## src/common/cmp_filter_defines.svh

```systemverilog
// Register offsets, field positions, reset values and constants of the comparator output filter
`ifndef CMP_FILTER_DEFINES_SVH
`define CMP_FILTER_DEFINES_SVH

// ==========================================================================
// Register byte offsets
`define CTRL_OFFSET 12'h000
`define PERIOD_OFFSET 12'h004
`define STATUS_OFFSET 12'h008

// ==========================================================================
// Control register fields
`define CTRL_EN_BIT 0
`define CTRL_WIN_BIT 1
`define CTRL_SAMPLE_SEL_BIT 2
`define CTRL_INVERT_BIT 3
`define CTRL_CNT_LSB 8
`define CTRL_CNT_W 3

// ==========================================================================
// Status register fields
`define STAT_OUT_BIT 0
`define STAT_FALL_BIT 1
`define STAT_RISE_BIT 2
`define STAT_FALL_IE_BIT 3
`define STAT_RISE_IE_BIT 4
`define STAT_RAW_BIT 5

// ==========================================================================
// Reset values and limits
`define CTRL_RESET 32'h0000_0000
`define PERIOD_RESET 8'h00
`define CNT_ONE 3'h1
`define PERIOD_W 8

`endif

```

## src/common/cmp_filter_pkg.sv

```systemverilog
// Types shared by the comparator output filter
package cmp_filter_pkg;
  typedef enum logic [4:0] {
    MODE_OFF = 5'b00001,
    MODE_CONT = 5'b00010,
    MODE_SAMPLE = 5'b00100,
    MODE_FILTER = 5'b01000,
    MODE_WINDOW = 5'b10000
  } filt_mode_t;
endpackage

```

## src/cmp_sync3.sv

```systemverilog
// Three-stage synchroniser with agreement on the last two stages
`timescale 1ns/1ps
`default_nettype none
module cmp_sync3 (
  input wire logic pclk,
  input wire logic presetn,
  input wire logic din,
  output logic dout
);
  logic s1_reg;
  logic s2_reg;
  logic s3_reg;

  // Output moves only once stages two and three agree
  always_ff @(posedge pclk or negedge presetn) begin
    if (!presetn) begin
      s1_reg <= 1'b0;
      s2_reg <= 1'b0;
      s3_reg <= 1'b0;
      dout <= 1'b0;
    end else begin
      s1_reg <= din;
      s2_reg <= s1_reg;
      s3_reg <= s2_reg;
      if (s2_reg == s3_reg) begin
        dout <= s3_reg;
      end
    end
  end
endmodule // cmp_sync3
`default_nettype wire

```

## src/cmp_out_filter.sv

```systemverilog
// Comparator output window, sample filter, edge flags and APB registers
//
// Added by the designer: the register offsets and register access over APB.
`timescale 1ns/1ps
`default_nettype none
`include "cmp_filter_defines.svh"
module cmp_out_filter
  import cmp_filter_pkg::*;
#(
  parameter int CNT_W = `CTRL_CNT_W
) (
  input wire logic pclk,
  input wire logic presetn,
  input wire logic psel,
  input wire logic penable,
  input wire logic pwrite,
  input wire logic [11:0] paddr,
  input wire logic [31:0] pwdata,
  output logic [31:0] prdata,
  output logic pready,
  output logic pslverr,
  input wire logic compare_in,
  input wire logic window_in,
  input wire logic sample_in,
  output logic raw_compare_out,
  output logic filtered_out,
  output logic irq
);
  // ========================================================================
  // Register bus
  logic [31:0] ctrl_reg;
  logic [`PERIOD_W-1:0] sample_period_div;
  logic rise_flag;
  logic fall_flag;
  logic rise_irq_enable;
  logic fall_irq_enable;

  wire access = psel && penable;
  wire hit_ctrl = paddr == `CTRL_OFFSET;
  wire hit_period = paddr == `PERIOD_OFFSET;
  wire hit_status = paddr == `STATUS_OFFSET;
  wire mapped = hit_ctrl || hit_period || hit_status;
  wire wr = access && pwrite && mapped;
  wire wr_status = wr && hit_status;

  assign pready = 1'b1;
  assign pslverr = access && !mapped;

  wire comp_en = ctrl_reg[`CTRL_EN_BIT];
  wire win_sel = ctrl_reg[`CTRL_WIN_BIT];
  wire ext_sample_select = ctrl_reg[`CTRL_SAMPLE_SEL_BIT];
  wire invert = ctrl_reg[`CTRL_INVERT_BIT];
  wire [CNT_W-1:0] sample_agree_count = ctrl_reg[`CTRL_CNT_LSB +: CNT_W];

  always_ff @(posedge pclk or negedge presetn) begin
    if (!presetn) begin
      ctrl_reg <= `CTRL_RESET;
      sample_period_div <= `PERIOD_RESET;
      rise_irq_enable <= 1'b0;
      fall_irq_enable <= 1'b0;
    end else if (wr) begin
      if (hit_ctrl) begin
        ctrl_reg <= pwdata & 32'h0000_070f;
      end
      if (hit_period) begin
        sample_period_div <= pwdata[`PERIOD_W-1:0];
      end
      if (hit_status) begin
        rise_irq_enable <= pwdata[`STAT_RISE_IE_BIT];
        fall_irq_enable <= pwdata[`STAT_FALL_IE_BIT];
      end
    end
  end

  // ========================================================================
  // Mode decode
  wire cnt_zero = sample_agree_count == '0;
  wire cnt_one = sample_agree_count == CNT_W'(`CNT_ONE);
  wire per_zero = sample_period_div == '0;
  wire src_on = ext_sample_select || !per_zero;
  filt_mode_t mode;
  always_comb begin
    if (!comp_en) begin
      mode = MODE_OFF;
    end else if (win_sel && (cnt_zero || per_zero)) begin
      mode = MODE_WINDOW;
    end else if (cnt_zero || !src_on) begin
      mode = MODE_CONT;
    end else if (cnt_one) begin
      mode = MODE_SAMPLE;
    end else begin
      mode = MODE_FILTER;
    end
  end
  wire filt_active = (mode == MODE_SAMPLE) || (mode == MODE_FILTER);

  // ========================================================================
  // Polarity and window latch
  wire raw_pol = compare_in ^ invert;
  logic win_gate;
  logic win_hold_reg;
  cmp_sync3 u_win_sync (
    .pclk(pclk),
    .presetn(presetn),
    .din(window_in),
    .dout(win_gate)
  );
  always_ff @(posedge pclk or negedge presetn) begin
    if (!presetn) begin
      win_hold_reg <= 1'b0;
    end else if (win_gate) begin
      win_hold_reg <= raw_pol;
    end
  end
  // Window applies whenever window select is on, including resampled variants
  wire stage_in = (comp_en && win_sel) ? win_hold_reg : raw_pol;
  assign raw_compare_out = comp_en ? stage_in : 1'b0;

  // ========================================================================
  // Sample clock: divider or synchronized external sample rising edge
  logic samp_s;
  logic samp_d_reg;
  logic [`PERIOD_W-1:0] div_cnt_reg;
  cmp_sync3 u_samp_sync (
    .pclk(pclk),
    .presetn(presetn),
    .din(sample_in),
    .dout(samp_s)
  );
  wire div_tick = !ext_sample_select && !per_zero && (div_cnt_reg == sample_period_div - 8'h01);
  wire ext_tick = ext_sample_select && samp_s && !samp_d_reg;
  wire sample_tick = filt_active && (ext_tick || div_tick);
  always_ff @(posedge pclk or negedge presetn) begin
    if (!presetn) begin
      samp_d_reg <= 1'b0;
      div_cnt_reg <= '0;
    end else begin
      samp_d_reg <= samp_s;
      if (!filt_active || div_tick || ext_sample_select) begin
        div_cnt_reg <= '0;
      end else begin
        div_cnt_reg <= div_cnt_reg + 8'h01;
      end
    end
  end

  // ========================================================================
  // Raw synchronizer feeding the filter and the edge detector
  logic raw_sync;
  cmp_sync3 u_raw_sync (
    .pclk(pclk),
    .presetn(presetn),
    .din(stage_in),
    .dout(raw_sync)
  );

  // ========================================================================
  // Consecutive agreement filter
  logic filt_out_reg;
  logic [CNT_W-1:0] agree_reg;
  always_ff @(posedge pclk or negedge presetn) begin
    if (!presetn) begin
      filt_out_reg <= 1'b0;
      agree_reg <= '0;
    end else if (!filt_active) begin
      filt_out_reg <= 1'b0;
      agree_reg <= '0;
    end else if (sample_tick) begin
      if (raw_sync == filt_out_reg) begin
        agree_reg <= '0;
      end else if (agree_reg + CNT_W'(1) >= sample_agree_count) begin
        filt_out_reg <= raw_sync;
        agree_reg <= '0;
      end else begin
        agree_reg <= agree_reg + CNT_W'(1);
      end
    end
  end

  // Continuous bypass is combinational; off drives low; window, sample and filter modes use synchronized path
  logic out_sel;
  always_comb begin
    case (mode)
      MODE_CONT: out_sel = raw_pol;
      MODE_WINDOW: out_sel = raw_sync;
      MODE_SAMPLE: out_sel = filt_out_reg;
      MODE_FILTER: out_sel = filt_out_reg;
      default: out_sel = 1'b0;
    endcase
  end
  assign filtered_out = out_sel;

  // ========================================================================
  // Edge flags from the synchronized output
  logic edge_src;
  logic edge_d_reg;
  assign edge_src = (mode == MODE_CONT) ? raw_sync : out_sel;
  wire rise_ev = edge_src && !edge_d_reg;
  wire fall_ev = !edge_src && edge_d_reg;
  wire clr_rise = wr_status && pwdata[`STAT_RISE_BIT];
  wire clr_fall = wr_status && pwdata[`STAT_FALL_BIT];
  always_ff @(posedge pclk or negedge presetn) begin
    if (!presetn) begin
      edge_d_reg <= 1'b0;
      rise_flag <= 1'b0;
      fall_flag <= 1'b0;
    end else begin
      edge_d_reg <= edge_src;
      // Set beats a same-cycle write-one-to-clear
      rise_flag <= rise_ev || (rise_flag && !clr_rise);
      fall_flag <= fall_ev || (fall_flag && !clr_fall);
    end
  end

  assign irq = (rise_flag && rise_irq_enable) || (fall_flag && fall_irq_enable);

  // ========================================================================
  // Read data
  wire [31:0] status_word = {26'h0, raw_compare_out, rise_irq_enable, fall_irq_enable,
                             rise_flag, fall_flag, filtered_out};
  always_ff @(posedge pclk or negedge presetn) begin
    if (!presetn) begin
      prdata <= 32'h0000_0000;
    end else if (psel && !penable && !pwrite) begin
      prdata <= hit_ctrl ? ctrl_reg :
                hit_period ? {24'h0, sample_period_div} :
                hit_status ? status_word : 32'h0000_0000;
    end
  end
endmodule // cmp_out_filter
`default_nettype wire

```

## config.mk

```make
export PLATFORM = sky130hd
export DESIGN_NAME = cmp_out_filter
export DESIGN_NICKNAME = d
export VERILOG_FILES = /design/src/common/cmp_filter_pkg.sv /design/src/cmp_sync3.sv /design/src/cmp_out_filter.sv
export VERILOG_INCLUDE_DIRS = /design/src /design/src/common
export SDC_FILE = /design/constraint.sdc
export NUM_CORES = 1
export LEC_CHECK = 0
export BUFFER_PORTS_ARGS = -buffer_cell sky130_fd_sc_hd__buf_4
export CAP_MARGIN = 30
export CORE_MARGIN = 2
export CORE_UTILIZATION = 55
export CTS_BUF_LIST = sky130_fd_sc_hd__clkbuf_16
export CTS_CLUSTER_DIAMETER = 100
export DETAILED_ROUTE_END_ITERATION = 10
export PLACE_DENSITY = 0.95
export SYNTH_ARGS = -nofsm -noshare
export SYNTH_HDL_FRONTEND = slang
export SYNTH_HIERARCHICAL = 1
export SYNTH_SLANG_ARGS = --single-unit
export TNS_END_PERCENT = 50
```

## constraint.sdc

```tcl
create_clock -name pclk -period 5.9 [get_ports pclk]
set_input_delay 1.18 -clock pclk [delete_from_list [all_inputs] [get_ports pclk]]
set_output_delay 1.18 -clock pclk [all_outputs]
set_load 0.1 [all_outputs]
```

==> results.sh <==
export IMPL_status="finished clean"
export IMPL_clock_sinks=57
export IMPL_drt_vias_per_instance=5.553
export IMPL_grt_start_max_net_pins=58
export IMPL_synthDistinctLibCells=47
export IMPL_rows=26
export IMPL_power_frac_clock=0.481
export IMPL_holdPathStages=0
export IMPL_cp_data_arrival_time_ps=2860
export IMPL_clock_latency_ps=320
export IMPL_gp_congestion=0.9096
export IMPL_crit_buf_inv=2
export IMPL_largest_reg_flops=11
export IMPL_synth_area_per_cell_um2=10.67
export IMPL_nets=379
export IMPL_ant_nets=0
export IMPL_worstMarginPinSlew_ps=943.2
export IMPL_slowest_stage="nor3b_1"
export IMPL_fin_cells=396
export IMPL_skew_ps=3.689
export IMPL_powerDensity_mw_per_mm2=290.3
export IMPL_top_layer="met4"
export IMPL_cts_root_buf="clkbuf_16"
export IMPL_dieHeight_um=76.90
export IMPL_io_pins=89
export IMPL_netlist_area_mm2=0.002923
export IMPL_power_leakage_uw=0.001717
export IMPL_cts_buffer_depth=2
export IMPL_crit_type="input pin to output port"
export IMPL_hold_viol=0
export IMPL_critPathMaxFanout=7
export IMPL_fill_cells=358
export IMPL_multi_input_area_mm2=0.001335
export IMPL_p_sw_frac=0.2679
export IMPL_async_flop_share=1.000
export IMPL_coreArea_mm2=0.005107
export IMPL_area_growth_pct=19.86
export IMPL_drtPass1Iterations=4
export IMPL_power_switching_uw=272.5
export IMPL_cts_max_level=3
export IMPL_drc=0
export IMPL_place_ws_ps=1985
export IMPL_place_area_mm2=0.003217
export IMPL_cts_hold_buf=0
export IMPL_synth_edf_count=0
export IMPL_seqCellArea_mm2=0.001426
export IMPL_r2r_end="div_cnt_reg[5]"
export IMPL_antenna_found_initial=0
export IMPL_wl_met1_mm=2.508
export IMPL_wirelength_mm=6.074
export IMPL_post_cts_buffers=0
export IMPL_rsz0062_at_grt="false"
export IMPL_final_period_utilization=0.6846
export IMPL_relSlewSlack=0.3623
export IMPL_cts_tree="built"
export IMPL_wl_met2_mm=2.920
export IMPL_grt_pass1_wl_mm=10.14
export IMPL_rrSetupSlack_ps=3370
export IMPL_die_area_mm2=0.005914
export IMPL_start_kind="input pin"
export IMPL_dpl_cell_count=380
export IMPL_path_cells="buf_4 -> nor4_1 -> nand3_1 -> nor3b_1 -> nor3_1 -> buf_4"
export IMPL_fin_total_pwr_uw=1017
export IMPL_finalSetupTns_ps=0
export IMPL_comb_power_share=0.120
export IMPL_start_util=0.5723
export IMPL_critPathMostFrequentCell="buf_4"
export IMPL_final_max_slew_viol_count=0
export IMPL_max_freq_mhz=247.6
export IMPL_overflow=0
export IMPL_r2r_start="sample_period_div[0]"
export IMPL_drv_cap=0
export IMPL_synth_top_cell_by_area="dfrtp_1"
export IMPL_clk_transition_reported_paths_ps=50
export IMPL_drive_above_1_share=0.2914
export IMPL_grt_usage=0.2215
export IMPL_wl_per_cell_um=15.34
export IMPL_holdPathEnd="u_samp_sync/s2_reg"
export IMPL_crit_family="simple AND/OR/NAND/NOR gates"
export IMPL_met3_length_um=404
export IMPL_synth_top_cells_by_area="dfrtp_1, mux2_2, buf_4"
export IMPL_yosysTopAreaCellShare=0.4880
export IMPL_hp_class="flip-flop to flip-flop"
export IMPL_final_area_mm2=0.003503
export IMPL_ys_warnings_count=6
export IMPL_setup_violations=0
export IMPL_min_period_ps=4039
export IMPL_cts_buffers_inserted=9
export IMPL_pwr_share_seq=0.400
export IMPL_syn_inst=274
export IMPL_grt_pass1_vias=2164
export IMPL_p_int_uw=744.6
export IMPL_io_buffer_count=45
export IMPL_die_w_um=76.90
export IMPL_hold_start="u_samp_sync/s1_reg"
export IMPL_num_antenna_cells=0
export IMPL_drt_first_iter_violations=146
export IMPL_dpl_hpwl_mm=4.169
export IMPL_vias=2199
export IMPL_seq_area_frac_synth=0.4880
export IMPL_ys_flop_type="dfrtp_1"
export IMPL_reg2reg_depth=9
export IMPL_ir_drop_mv=0.2363
export IMPL_crit_required_ps=4720
export IMPL_critPathMaxStageDelay_ps=690
export IMPL_cts_resized=0
export IMPL_cp_end_kind="output port"
export IMPL_synth_seq_cells=57
export IMPL_setup_ws_ps=1861
power by group through the flow:
stage | sequential [uW] | clock, uW | combinational (uW)
floorplan | 419 | 0 | 94.4
global placement | 412 | 0 | 120
detailed placement | 413 | 0 | 121
CTS | 406 | 495 | 122
global route | 407 | 514 | 127
finish | 406 | 489 | 122
worst reg2reg max path, cell delays in order, from the launching register on:
cell     delay [ps]
dfrtp_1         490
inv_1            90
ha_1            290
and2_1          180
a211o_1         280
a21oi_1         120
nor3_1           70
and3_4          200
or3b_1          550
nor2_2          180
cell usage after synthesis, drive strengths merged, types with 4 or more instances:
cell type	count
xor2	11
a22o	7
o21ai	17
inv	8
nor3	4
xnor2	7
buf	24
nor2	22
nand3	8
o31ai	4
clkbuf	5
and3	5
ha	6
dfrtp	57
nand2	25
mux2	19
and2	4
routing by layer:
metal | global-route usage | vias to the layer above
li1 | - | 1008
met3 | 0.04706 | 25
met4 | 0.1436 | 0
met2 | 0.3553 | 112
met1 | 0.2705 | 1054
met5 | 0 | -
area by class of cell:
cell class | count | area share
Multi-Input combinational cell | 200 | 0.3811
Timing Repair Buffer | 45 | 0.09643
Clock inverter | 7 | 0.01750
Sequential cell | 57 | 0.4071
Tap cell | 70 | 0.02500
Inverter | 8 | 0.008571
Clock buffer | 9 | 0.06429
layout by cell type, fill, tap and decap left out, types with 2 or more instances in the layout:
cell type and instances:
inv_1 8, maj3_2 3, o21ai_0 16, nand3_1 8, o2bb2ai_1 2, ha_1 6, and2_1 4, a21oi_1 3
a221o_1 2, nand2b_1 3, nor2_2 9, nor2b_1 3, a22o_1 7, xnor2_1 7, mux2_2 17, or4_1 2
clkbuf_16 9, xor2_1 11, mux2_1 2, nor2_1 13, nor4_1 3, dfrtp_1 57, conb_1 22, o31ai_1 4
nor3_1 4, or3_1 2, nand2_1 25, or2_2 2, buf_4 45, and3_1 4, clkinv_2 4
cells by family after synthesis:
group,Yosys count,share of synthesized area
XOR/XNOR,18,0.05394
adder cells (fa/ha/maj),9,0.03724
other,2,0.002569
AND/OR/NAND/NOR,90,0.1627
buffers and inverters,37,0.08091
AO/OA/AOI/OAI,41,0.09804
flip-flops,57,0.4880
multiplexers,20,0.07663
worst max-delay path by stage:
stage | slack, ps | cells after the start | endpoint | from
4_1_cts | 1920 | 6 | pslverr | paddr[1]
3_3_place_gp | 1980 | 6 | pslverr | paddr[1]
6_report | 1860 | 6 | pslverr | paddr[1]
3_5_place_dp | 1990 | 6 | pslverr | paddr[1]
2_1_floorplan | 980 | 3 | filtered_out | compare_in
5_1_grt | 1760 | 6 | pslverr | paddr[1]
stage by stage:
stage                 util  hold slack, ps
floorplan                -           331.2
global placement    0.6298           331.4
detailed placement  0.6298           336.2
CTS                 0.6859           347.2
global route        0.6859           353.8
finish              0.6859           344.9
No activity file was read; power rests on OpenSTA's default activity.
